`src/design/pcei_pkg.sv`:
```
package pcei_pkg;

    // ==========================================================
    // Register map (byte addresses, one aligned word each)
    localparam logic [3:0] RISE_EN_OFS   = 4'h0;   // rise_edge_enable
    localparam logic [3:0] FALL_EN_OFS   = 4'h4;   // fall_edge_enable
    localparam logic [3:0] FLAGS_OFS     = 4'h8;   // pin_change_flags
    localparam logic [3:0] INT_CTRL_OFS  = 4'hC;   // interrupt_control

    // ==========================================================
    // Field positions inside interrupt_control
    localparam int MASTER_EN_BIT  = 3;              // change_int_master_enable
    localparam int SUMMARY_BIT    = 0;              // change_int_summary_flag

    // ==========================================================
    // Reset values and widths
    localparam int          PIN_COUNT   = 8;
    localparam logic [7:0]  EN_RESET    = 8'h00;
    localparam logic [7:0]  FLAG_RESET  = 8'h00;
    localparam logic        MEN_RESET   = 1'h0;
    localparam logic [31:0] UNMAPPED_RD = 32'h0000_0000;

    // ==========================================================
    // Bus answer state
    typedef enum logic [1:0] {
        BUS_IDLE = 2'b00,   // Waiting for a request
        BUS_ACK  = 2'b01    // Answering in this cycle
    } pcei_bus_e;

    // Avalon request carrier
    typedef struct packed {
        logic        read;
        logic        write;
        logic [3:0]  address;
        logic [31:0] writedata;
    } pcei_req_s;

endpackage

```
`src/design/pcei_top.sv`:
```
// Register access over Avalon-MM and the register offsets were chosen for this implementation.
module pcei_top
    import pcei_pkg::*;
(
    input  wire logic        ref_clk,            // System clock, 250 MHz
    input  wire logic        nrst,               // Synchronous reset, active low
    input  wire logic        clkEn,              // Freezes all state while low
    input  wire logic [7:0]  inputPortPin,       // Asynchronous port pins
    input  wire logic [3:0]  avs_address,        // Byte address
    input  wire logic        avs_read,           // Read strobe
    input  wire logic        avs_write,          // Write strobe
    input  wire logic [31:0] avs_writedata,      // Write data
    input  wire logic [3:0]  avs_byteenable,     // Byte lanes
    output logic [31:0]      avs_readdata,       // Read data
    output logic             avs_waitrequest,    // Low on the answering cycle
    output logic             changeIrq,          // Interrupt request level
    output logic             wakeReq             // Wake from sleep pulse
);

    // ==========================================================
    // Storage
    logic [7:0]  riseEn_reg;        // rise_edge_enable
    logic [7:0]  fallEn_reg;        // fall_edge_enable
    logic [7:0]  flags_reg;         // pin_change_flags
    logic        masterEn_reg;      // change_int_master_enable
    logic [7:0]  sync1_reg;         // First synchroniser stage
    logic [7:0]  sync2_reg;         // Second stage
    logic [7:0]  sync3_reg;         // Third stage
    logic [7:0]  pinState_reg;      // Accepted pin level
    pcei_bus_e   busState_reg;      // Bus answer state
    pcei_req_s   req;               // Bundled request
    logic [7:0]  pinNext;           // Next accepted level
    logic [7:0]  riseHit;           // Enabled rising edges
    logic [7:0]  fallHit;           // Enabled falling edges
    logic [7:0]  edgeHit;           // Any enabled edge
    logic [7:0]  flags_next;        // Next flag value
    logic        summary;           // OR of all next flag values
    logic        accept;            // Request taken this cycle
    logic        wrFlags;           // Write hits the flag register
    logic        lane0;             // Low byte lane enabled
    logic [31:0] ctrlRd;            // Control word as software reads it

    assign req     = '{read: avs_read, write: avs_write, address: avs_address, writedata: avs_writedata};
    assign accept  = clkEn && (busState_reg == BUS_IDLE) && (req.read || req.write);
    assign lane0   = avs_byteenable[0];

    // Write decode for one register, low lane only
    function automatic logic hitWr(input pcei_req_s r, input logic [3:0] ofs, input logic ln);
        hitWr = r.write && ln && (r.address == ofs);
    endfunction

    // ==========================================================
    // Pin input synchroniser, three stages
    always_ff @(posedge ref_clk) begin
        if (!nrst) begin
            // All stages start at the low level
            sync1_reg <= 8'h00;
            sync2_reg <= 8'h00;
            sync3_reg <= 8'h00;
        end else if (clkEn) begin
            // Shift the pins one stage further in
            sync1_reg <= inputPortPin;
            sync2_reg <= sync1_reg;
            sync3_reg <= sync2_reg;
        end
    end

    // A pin level is accepted once stages two and three agree
    always_comb begin
        for (int i = 0; i < PIN_COUNT; i++) begin
            pinNext[i] = (sync2_reg[i] == sync3_reg[i]) ? sync3_reg[i] : pinState_reg[i];
        end
    end

    // Previous accepted level for edge comparison
    always_ff @(posedge ref_clk) begin
        if (!nrst) begin
            pinState_reg <= 8'h00;
        end else if (clkEn) begin
            pinState_reg <= pinNext;
        end
    end

    // ==========================================================
    // Edge detection, each transition seen once
    assign riseHit = pinNext & ~pinState_reg & riseEn_reg;
    assign fallHit = ~pinNext & pinState_reg & fallEn_reg;
    assign edgeHit = riseHit | fallHit;

    // ==========================================================
    // Flag update: write clears, hardware set wins
    assign wrFlags = accept && hitWr(req, FLAGS_OFS, lane0);

    always_comb begin
        flags_next = flags_reg;
        if (wrFlags) begin
            // Bits written as zero are cleared, ones keep their value
            flags_next = flags_reg & req.writedata[7:0];
        end
        // An edge in this cycle sets its bit last, so it beats the clear
        flags_next = flags_next | edgeHit;
    end

    // Flag register
    always_ff @(posedge ref_clk) begin
        if (!nrst) begin
            flags_reg <= FLAG_RESET;
        end else if (clkEn) begin
            flags_reg <= flags_next;
        end
    end

    // ==========================================================
    // Enable registers, written over the bus
    always_ff @(posedge ref_clk) begin
        if (!nrst) begin
            riseEn_reg   <= EN_RESET;
            fallEn_reg   <= EN_RESET;
            masterEn_reg <= MEN_RESET;
        end else if (accept) begin
            // Only a write on the low byte lane reaches these registers
            if (hitWr(req, RISE_EN_OFS, lane0)) begin
                riseEn_reg <= req.writedata[7:0];
            end else if (hitWr(req, FALL_EN_OFS, lane0)) begin
                fallEn_reg <= req.writedata[7:0];
            end else if (hitWr(req, INT_CTRL_OFS, lane0)) begin
                masterEn_reg <= req.writedata[MASTER_EN_BIT];
            end
        end
    end

    // ==========================================================
    // Interrupt and wake outputs
    assign summary = |flags_next;

    always_ff @(posedge ref_clk) begin
        if (!nrst) begin
            // No request and no wake out of reset
            changeIrq <= 1'b0;
            wakeReq   <= 1'b0;
        end else if (clkEn) begin
            changeIrq <= summary && masterEn_reg;
            // Wake rises together with the flag it reports
            wakeReq   <= masterEn_reg && (|edgeHit);
        end
    end

    // ==========================================================
    // Avalon slave: one wait cycle, answer on the next
    always_ff @(posedge ref_clk) begin
        if (!nrst) begin
            busState_reg    <= BUS_IDLE;
            avs_waitrequest <= 1'b1;
        end else if (clkEn) begin
            case (busState_reg)
                BUS_IDLE: begin
                    // Take a request as soon as one is presented
                    if (accept) begin
                        busState_reg    <= BUS_ACK;
                        avs_waitrequest <= 1'b0;
                    end
                end
                default: begin
                    // Answer given, back to waiting
                    busState_reg    <= BUS_IDLE;
                    avs_waitrequest <= 1'b1;
                end
            endcase
        end
    end

    // Control word: master enable and summary at their own positions
    always_comb begin
        ctrlRd                = UNMAPPED_RD;     // Unused bits read zero
        ctrlRd[MASTER_EN_BIT] = masterEn_reg;    // change_int_master_enable
        ctrlRd[SUMMARY_BIT]   = |flags_reg;
    end

    // Read data captured when the request is taken
    always_ff @(posedge ref_clk) begin
        if (!nrst) begin
            avs_readdata <= UNMAPPED_RD;
        end else if (accept) begin
            if (!req.read) begin
                // A write leaves zero on the read bus
                avs_readdata <= UNMAPPED_RD;
            end else if (req.address == RISE_EN_OFS) begin
                avs_readdata <= {24'h000000, riseEn_reg};
            end else if (req.address == FALL_EN_OFS) begin
                avs_readdata <= {24'h000000, fallEn_reg};
            end else if (req.address == FLAGS_OFS) begin
                avs_readdata <= {24'h000000, flags_reg};
            end else if (req.address == INT_CTRL_OFS) begin
                avs_readdata <= ctrlRd;
            end else begin
                avs_readdata <= UNMAPPED_RD;
            end
        end
    end

    // ==========================================================
    // Checks
    // Each label carries the rule it guards; covers follow at the end

    // Edge detection and the rise enable write
    // A rising edge on pin 0 with its enable sets the flag
    riseSet_a : assert property (@(posedge ref_clk) disable iff (!nrst)
        clkEn && riseHit[0] |=> flags_reg[0])
        else $error("rise edge did not set flag");
    // A falling edge on pin 7 with its enable sets the flag
    fallSet_a : assert property (@(posedge ref_clk) disable iff (!nrst)
        clkEn && fallHit[7] |=> flags_reg[7])
        else $error("fall edge did not set flag");
    // With both enables clear, pin 4 never raises its flag
    noEnable_a : assert property (@(posedge ref_clk) disable iff (!nrst)
        clkEn && !riseEn_reg[4] && !fallEn_reg[4] && !flags_reg[4] |=> !flags_reg[4])
        else $error("flag set with edges disabled");
    // A clear flag stays clear without an edge
    noArm_a : assert property (@(posedge ref_clk) disable iff (!nrst)
        clkEn && !flags_reg[1] && !edgeHit[1] |=> !flags_reg[1])
        else $error("flag set without edge");
    // A rise enable write lands as written
    riseWrite_a : assert property (@(posedge ref_clk) disable iff (!nrst)
        accept && hitWr(req, RISE_EN_OFS, lane0) |=> riseEn_reg == 8'($past(avs_writedata)))
        else $error("rise enable write lost");

    // Flag register
    // An edge during a flag write keeps the flag set
    clearWin_a : assert property (@(posedge ref_clk) disable iff (!nrst)
        wrFlags && edgeHit[2] |=> flags_reg[2])
        else $error("edge lost during clear");
    // A zero written to a flag clears it
    clearZero_a : assert property (@(posedge ref_clk) disable iff (!nrst)
        wrFlags && !req.writedata[3] && !edgeHit[3] |=> !flags_reg[3])
        else $error("zero write did not clear");
    // Clock enable low freezes the flags and the enables
    freezeHold_a : assert property (@(posedge ref_clk) disable iff (!nrst)
        !clkEn |=> $stable(flags_reg) && $stable(riseEn_reg) && $stable(fallEn_reg))
        else $error("state moved while frozen");

    // Interrupt and wake
    // A request follows a master enable that was set
    irqGate_a : assert property (@(posedge ref_clk) disable iff (!nrst)
        changeIrq |-> $past(masterEn_reg))
        else $error("irq without master enable");
    // Master enable clear holds the request low
    irqOff_a : assert property (@(posedge ref_clk) disable iff (!nrst)
        clkEn && !masterEn_reg |=> !changeIrq)
        else $error("irq while master disabled");
    // Any flag with the master enable raises the request
    irqSum_a : assert property (@(posedge ref_clk) disable iff (!nrst)
        clkEn && masterEn_reg && (|flags_reg) && !wrFlags |=> changeIrq)
        else $error("irq missing");
    // The summary bit reads as the OR of the flags
    summaryRd_a : assert property (@(posedge ref_clk) disable iff (!nrst)
        accept && req.read && req.address == INT_CTRL_OFS |=> avs_readdata[SUMMARY_BIT] == ($past(flags_reg) != 8'h00))
        else $error("summary bit wrong");
    // Wake never comes ahead of its flag
    wakeFlag_a : assert property (@(posedge ref_clk) disable iff (!nrst)
        wakeReq |-> (|flags_reg))
        else $error("wake before flag update");
    // An enabled edge with the master enable wakes
    wakeCause_a : assert property (@(posedge ref_clk) disable iff (!nrst)
        clkEn && masterEn_reg && (|edgeHit) |=> wakeReq)
        else $error("no wake on edge");
    // No wake while the master enable is clear
    wakeGate_a : assert property (@(posedge ref_clk) disable iff (!nrst)
        clkEn && !masterEn_reg |=> !wakeReq)
        else $error("wake while master disabled");

    // Bus and reset
    // One wait cycle, one answer cycle
    busAns_a : assert property (@(posedge ref_clk) disable iff (!nrst)
        accept |=> !avs_waitrequest ##1 avs_waitrequest)
        else $error("bus answer timing wrong");
    // Waitrequest stands high while no answer is due
    idleWait_a : assert property (@(posedge ref_clk) disable iff (!nrst)
        busState_reg == BUS_IDLE |-> avs_waitrequest)
        else $error("waitrequest low while idle");
    // Reset clears the enables and the flags
    resetClear_a : assert property (@(posedge ref_clk)
        !nrst |=> flags_reg == FLAG_RESET && riseEn_reg == EN_RESET && fallEn_reg == EN_RESET)
        else $error("registers not cleared by reset");

    // Main scenarios
    riseSeen_c  : cover property (@(posedge ref_clk) disable iff (!nrst) riseHit != 8'h00);
    bothSeen_c  : cover property (@(posedge ref_clk) disable iff (!nrst)
        (riseEn_reg & fallEn_reg) != 8'h00 && fallHit != 8'h00);
    clearRace_c : cover property (@(posedge ref_clk) disable iff (!nrst) wrFlags && edgeHit != 8'h00);
    irqRise_c   : cover property (@(posedge ref_clk) disable iff (!nrst) $rose(changeIrq));
    frozenPin_c : cover property (@(posedge ref_clk) disable iff (!nrst) !clkEn && sync1_reg != inputPortPin);

endmodule

```
`config.mk`:
```
export PLATFORM = sky130hd
export DESIGN_NAME = pcei_top
export DESIGN_NICKNAME = d
export VERILOG_FILES = /design/src/design/pcei_pkg.sv /design/src/design/pcei_top.sv
export SDC_FILE = /design/constraint.sdc
export NUM_CORES = 1
export LEC_CHECK = 0
export ABC_AREA = 0
export BUFFER_PORTS_ARGS = -buffer_cell sky130_fd_sc_hd__buf_2
export CAP_MARGIN = 20
export CORE_ASPECT_RATIO = 1.25
export CORE_MARGIN = 10
export CORE_UTILIZATION = 30
export DETAILED_ROUTE_END_ITERATION = 7
export GPL_TIMING_DRIVEN = 0
export SLEW_MARGIN = 30
export SYNTH_ARGS = -nofsm -noshare
export SYNTH_HDL_FRONTEND = slang
export SYNTH_SLANG_ARGS = --single-unit
```
`constraint.sdc`:
```
create_clock -name ref_clk -period 3.75 [get_ports ref_clk]
set_input_delay 0.5625 -clock ref_clk [delete_from_list [all_inputs] [get_ports ref_clk]]
set_output_delay 0.5625 -clock ref_clk [all_outputs]
set_load 0.02 [all_outputs]
```
==> results of run 1 <==
-- layout by cell type (no fill, tap or decap), types with 3 or more instances in the layout --
cell / synthesis / final
clkinv_2: 0 / 3
clkbuf_16: 0 / 9
a21boi_0: 19 / 19
a31oi_1: 6 / 6
dfxtp_1: 69 / 69
clkbuf_1: 16 / 16
conb_1: 1 / 24
o22ai_1: 7 / 7
nand2_1: 32 / 32
a21o_1: 8 / 8
buf_2: 3 / 39
nor2_1: 11 / 11
and4b_1: 6 / 6
o21ai_0: 13 / 13
buf_4: 24 / 24
a21oi_1: 12 / 12
nor2b_1: 53 / 53
inv_1: 9 / 9
nand3_1: 4 / 4
mux2i_1: 43 / 43
clkbuf_8: 0 / 3
o2111ai_1: 8 / 8
-- worst max-delay path by stage --
stage / start / to / slack, ns / cells after the start
floorplan: avs_address[1] / changeIrq$_SDFFE_PN0P_ / 1.73 / 6
global placement: avs_address[2] / changeIrq$_SDFFE_PN0P_ / 1.43 / 7
detailed placement: avs_address[2] / changeIrq$_SDFFE_PN0P_ / 1.43 / 7
CTS: busState_reg[0]$_SDFFE_PN0P_ / changeIrq$_SDFFE_PN0P_ / 1.72 / 6
global route: busState_reg[0]$_SDFFE_PN0P_ / changeIrq$_SDFFE_PN0P_ / 1.59 / 6
finish: busState_reg[0]$_SDFFE_PN0P_ / changeIrq$_SDFFE_PN0P_ / 1.71 / 6
-- power by group through the flow --
| stage | registers (mW) | logic [mW] | clock network (mW) |
|---|---|---|---|
| after floorplan | 0.771 | 0.106 | 0 |
| after global placement | 0.771 | 0.149 | 0 |
| after detailed placement | 0.772 | 0.152 | 0 |
| after CTS | 0.756 | 0.152 | 0.880 |
| after global routing | 0.758 | 0.168 | 0.919 |
| final | 0.756 | 0.152 | 0.872 |
-- area by class of cell --
class	instances	area share (%)
diodes	1	0.0605
plain buffers	43	6.17
clock buffers	12	6.44
clock inverters	4	1.09
inverters	9	0.816
multi-input cells	275	43.6
flip-flops and latches	69	33.4
well taps	135	4.08
repair buffers	36	4.35
-- routing by layer --
| metal | vias to the layer above | track usage, % | wire length (um) |
|---|---|---|---|
| li1 | 1406 | - | - |
| met1 | 1255 | 12.6 | 3800 |
| met2 | 75 | 18.6 | 4330 |
| met3 | 11 | 3.46 | 624 |
| met4 | 0 | 4.83 | 159 |
| met5 | - | 0 | 0 |
-- worst min-delay path: stages, from the launching register on --
cell      delay [ns]
dfxtp_1         0.30
nand2_1         0.05
a21boi_0        0.06
-- cell families (layout without fill, tap and decap cells) --
| group | Yosys count | count (layout) | synth area share [%] |
|---|---|---|---|
| other | 1 | 25 | 0.111 |
| DFF | 69 | 69 | 40.8 |
| muxes | 43 | 43 | 12.7 |
| and+or+nand+nor | 127 | 127 | 21.9 |
| AOI/OAI and AO/OA | 81 | 81 | 16.0 |
| buffers and inverters | 52 | 104 | 8.53 |
-- per-stage QoR --
stage          hold WS [ns]  utilization (%)  power (mW)  cells  setup slack [ns]
6_report              0.456             37.3        1.78    584              1.71
5_1_grt               0.485             37.3        1.85    583              1.59
3_5_place_dp          0.457             34.5       0.924    567              1.43
4_1_cts               0.464             37.3        1.79    583              1.72
2_1_floorplan         0.465                -       0.877    396              1.73
3_3_place_gp          0.452             34.5       0.921    567              1.43
==> metrics.yaml, run 1 <==
status: "finished clean"
drt_first_pass_iters: 4
cts_made_buffers: 9
rrSetupSlack_ns: 1.71
netlist_area_sq_um: 3390
synth_edf_count: 0
filler_cell_count: 1146
yosysMostFrequentCell: "dfxtp_1"
finalSetupViolations: 0
drt_iter0_drc: 143
ant_nets: 0
peakVddDrop_uv: 171
arrival_ns: 2.25
rr_endpoint: "changeIrq$_SDFFE_PN0P_"
post_dp_cell_area_sq_um: 3820
multi_input_area_sq_um: 1810
max_freq_mhz: 491
maxSlewHeadroom_pct: 50.8
cts_tree: "built"
area_delta_synth_final_pct: 22.1
fp.coreArea_sq_um: 11100
grt_pass1_vias: 2685
required_ns: 3.96
clkTransAtPathRegs_ns: 0.06
cts.repair.resized: 0
fin_skew_ns: 0.00243
die_area_sq_um: 16000
synth_ff_type: "dfxtp_1"
insertion_delay_ns: 0.33
synth_area_leader_cell: "dfxtp_1"
clockBufferDepth: 2
hold_start: "avs_readdata[0]$_SDFFE_PN0P_"
synth_common_cells: "dfxtp_1, nor2b_1, mux2i_1"
wl_per_cell_um: 15.3
drv_cap: 0
min_path_type: "flop to flop"
post-cts-setup-buffer-count: 0
die_h_um: 139
synth_warnings: 0
post-route-min-period_ns: 2.04
register_area_sq_um: 1380
ys_seq_area_share_pct: 40.8
hold_viol: 0
period_share_pct: 54.3
synth_top_area_share_pct: 40.8
initial_core_util_pct: 30.6
min_delay_path_depth: 2
yosysUniqueCellTypes: 41
worstPathCellList: "nand4b_2 > or3_1 > buf_2 > o21a_1 > nor4_2 > o21ai_1"
grt_max_degree: 12
clkPwrFrac_pct: 49.0
gp_congestion: 0.832
slowest_stage: "or3_1"
maxSlewViolCount: 0
vias: 2747
swShare_pct: 22.8
crit_type: "flop to flop"
p_leak_nw: 1.75
rows: 43
gr-total-overflow: 0
syn_avg_cell_area_sq_um: 9.09
nets: 496
h-tree-depth: 3
fin_area_sq_um: 4140
synth-async-reset-ratio_pct: 0
tightest_slew_ns: 0.737
antenna_found_initial: 1
netlist_instances: 373
portBuffers: 36
path_max_fanout: 7
io_pins: 88
timing.critical_path.buf_inv: 1
finalSetupTns_ns: 0
rsz0062_at_grt: "no"
wirelength_um: 8910
root_buffer: "clkbuf_16"
cts_sinks: 69
drc: 0
die_w_um: 115
hpwl_um: 6870
intPower_mw: 1.37
cts_hold_buf: 0
r2r_start: "busState_reg[0]$_SDFFE_PN0P_"
r2r_cells: 6
pwr-share-seq_pct: 42.5
ys_top_cells_by_area: "dfxtp_1, mux2i_1, nor2b_1"
ys_ff_latch: 69
cpLargestDelayFamily: "simple AND/OR/NAND/NOR gates"
p_per_area_nw_per_um2: 430
grt_pass1_wl_um: 14300
critPathMaxStageDelay_ns: 0.43
viasPerCell: 4.70
grt_use_total_pct: 11.1
combinationalPowerShare_pct: 8.6
final_layout_size_suffix_gt1_share_pct: 19.0
cp-end-kind: "flop"
min_to: "avs_readdata[0]$_SDFFE_PN0P_"
switching_power_uw: 406
cp-start-kind: "flop"
Power figures use the tool's default switching activity.
==> inputs of run 2 (changes only) <==
--- a/config.mk
+++ b/config.mk
@@ -5,7 +5,7 @@
 export SDC_FILE = /design/constraint.sdc
 export NUM_CORES = 1
 export LEC_CHECK = 0
-export ABC_AREA = 0
+export ABC_AREA = 1
 export BUFFER_PORTS_ARGS = -buffer_cell sky130_fd_sc_hd__buf_2
 export CAP_MARGIN = 20
 export CORE_ASPECT_RATIO = 1.25
==> constraint.sdc (replaced) <==
create_clock -name ref_clk -period 1.9 [get_ports ref_clk]
set_input_delay 0.285 -clock ref_clk [delete_from_list [all_inputs] [get_ports ref_clk]]
set_output_delay 0.285 -clock ref_clk [all_outputs]
set_load 0.02 [all_outputs]
==> run 2 against run 1 <==
Effect of this change: die area fell by 1.2%; largest cell class unchanged; via count rose by 15%; sequential power rose by 110%; largest power group is now registers; critical endpoint is now wakeReq$_SDFFE_PN0P_.
==> metrics.yaml, run 2 <==
period_share_pct: 85.4  # +31 points
r2r_start: "pinState_reg[1]$_SDFFE_PN0P_"
gp_congestion: 0.870  # +4.6%
post-cts-setup-buffer-count: 0  # unchanged
wl_per_cell_um: 13.5  # -11%
drc: 0  # unchanged
crit_type: "flop to flop"
finalSetupTns_ns: 0  # unchanged
maxSlewHeadroom_pct: 63.4  # +13 points
cts_made_buffers: 9  # unchanged
yosysUniqueCellTypes: 27  # -34%
status: "finished clean"
required_ns: 2.10  # -1.86 ns
syn_avg_cell_area_sq_um: 7.20  # -21%
ys_seq_area_share_pct: 41.3  # +0.60 points
antenna_found_initial: 0  # -1
grt_use_total_pct: 11.7  # +0.62 points
fin_skew_ns: 0.00291  # +0.000488 ns
fp.coreArea_sq_um: 11000  # -0.97%
crit_start: "pinState_reg[1]$_SDFFE_PN0P_"
drt_iter0_drc: 172  # +20%
hold-worst-slack_ns: 0.176  # -0.280 ns
gr-total-overflow: 0  # unchanged
cts_sinks: 69  # unchanged
hpwl_um: 7260  # +5.8%
final_layout_size_suffix_gt1_share_pct: 17.7  # -1.3 points
cp-start-kind: "flop"
synth_area_leader_cell: "dfxtp_1"
insertion_delay_ns: 0.33  # about the same
post-route-min-period_ns: 1.62  # -0.413 ns
cp-end-kind: "flop"
portBuffers: 35  # -2.8%
root_buffer: "clkbuf_16"
grt_pass1_wl_um: 15000  # +5.2%
p_per_area_nw_per_um2: 852  # +98%
clockBufferDepth: 2  # unchanged
arrival_ns: 1.82  # -0.43 ns
synth_warnings: 0  # unchanged
netlist_area_sq_um: 3340  # -1.4%
p_leak_nw: 1.76  # +0.86%
rsz0062_at_grt: "no"
timing.critical_path.to: "wakeReq$_SDFFE_PN0P_"
clkTransAtPathRegs_ns: 0.06  # about the same
setup_ws_ns: 0.278  # -1.44 ns
cts.repair.resized: 0  # unchanged
synth-async-reset-ratio_pct: 0  # unchanged
hold_start: "inputPortPin[3]"
min_path_type: "input port to flop"
ys_top_cells_by_area: "dfxtp_1, o21ai_0, a21oi_1"
wirelength_um: 9110  # +2.3%
io_pins: 88  # unchanged
nets: 586  # +18%
dp_slack_ns: 0.141  # -1.29 ns
tightest_slew_ns: 0.549  # -0.188 ns
path_max_fanout: 4  # -3
synth_common_cells: "dfxtp_1, o21ai_0, inv_1"
viasPerCell: 4.68  # -0.43%
synth_edf_count: 0  # unchanged
drt_first_pass_iters: 5  # +1
maxSlewViolCount: 0  # unchanged
vias: 3152  # +15%
hold_viol: 0  # unchanged
grt_max_degree: 12  # unchanged
finalSetupViolations: 0  # unchanged
mostFrequentLayoutCells: "o21ai_0, dfxtp_1, inv_1"
rows: 43  # unchanged
max_freq_mhz: 616  # +25%
synth_ff_type: "dfxtp_1"
ant_nets: 0  # unchanged
cts_tree: "built"
rrSetupSlack_ns: 0.28  # -1.44 ns
area_delta_synth_final_pct: 20.6
drv_cap: 0  # unchanged
diodes: 0  # -1
ys_ff_latch: 69  # unchanged
netlist_instances: 464  # +24%
die_w_um: 114  # -0.60%
die_h_um: 138  # -0.62%
h-tree-depth: 3  # unchanged
synth_top_area_share_pct: 41.3  # +0.60 points
r2r_cells: 7  # +1
peakVddDrop_uv: 333  # +95%
grt_pass1_vias: 3059  # +14%
cts_hold_buf: 0  # unchanged
total_power_mw: 3.44  # +93%
initial_core_util_pct: 30.4  # -0.14 points
rr_endpoint: "wakeReq$_SDFFE_PN0P_"
die_area_sq_um: 15800  # -1.2%
## run 2: routing by layer
layer	share of wire [%]	GRT usage [%]	vias to the layer above
li1	-	-	1639
met1	44	13.8	1382
met2	45	18.7	117
met3	9.1	4.37	14
met4	1.9	5.09	0
met5	0	0	-
## run 2: through the flow
stage                     util (%)  instances  instance area, sq um
after global placement        34.4        657                  3770
after global routing          36.7        673                  4030
after CTS                     36.7        673                  4030
after detailed placement      34.4        657                  3770
final                         36.7        673                  4030
after floorplan                  -        487                  3430
## run 2: logic make-up after synthesis
| logic type | count (synthesis) | synth area share (%) |
|---|---|---|
| AND/OR/NAND/NOR | 131 | 18.4 |
| other | 1 | 0.112 |
| AO/OA/AOI/OAI | 150 | 24.4 |
| buffers and inverters | 113 | 15.8 |
| flip-flops | 69 | 41.3 |
## run 2: cell type report
class,instances,area (sq um)
Clock inverter,6,30.0
Sequential cell,69,1380
Clock buffer,10,229
Fill cell,1187,6950
Timing Repair Buffer,35,175
Multi-Input combinational cell,305,1520
Inverter,70,263
Tap cell,135,169
Buffer,43,264
## run 2: worst min-delay path by stage
stage	end	slack, ns	depth (start not counted)
3_5_place_dp	avs_readdata[3]$_SDFFE_PN0P_	0.45	2
2_1_floorplan	sync1_reg[1]$_SDFFE_PN0P_	0.42	2
3_3_place_gp	avs_readdata[3]$_SDFFE_PN0P_	0.45	2
5_1_grt	sync1_reg[5]$_SDFFE_PN0P_	0.19	3
4_1_cts	sync1_reg[3]$_SDFFE_PN0P_	0.18	3
6_report	sync1_reg[3]$_SDFFE_PN0P_	0.18	3
## run 2: critical path, cell delays in order (launching register included)
cell	delay, ns
dfxtp_1	0.36
inv_1	0.07
o21ai_0	0.20
o21ai_0	0.17
nor4_1	0.43
nand2_1	0.14
nand2_1	0.08
a21oi_1	0.05
## run 2: report_power, final
group / switching, mW / total (mW) / internal, mW
combinational: 0.256 / 0.393 / 0.137
clock: 0.622 / 1.49 / 0.868
sequential: 0.0426 / 1.55 / 1.51
total: 0.920 / 3.44 / 2.51
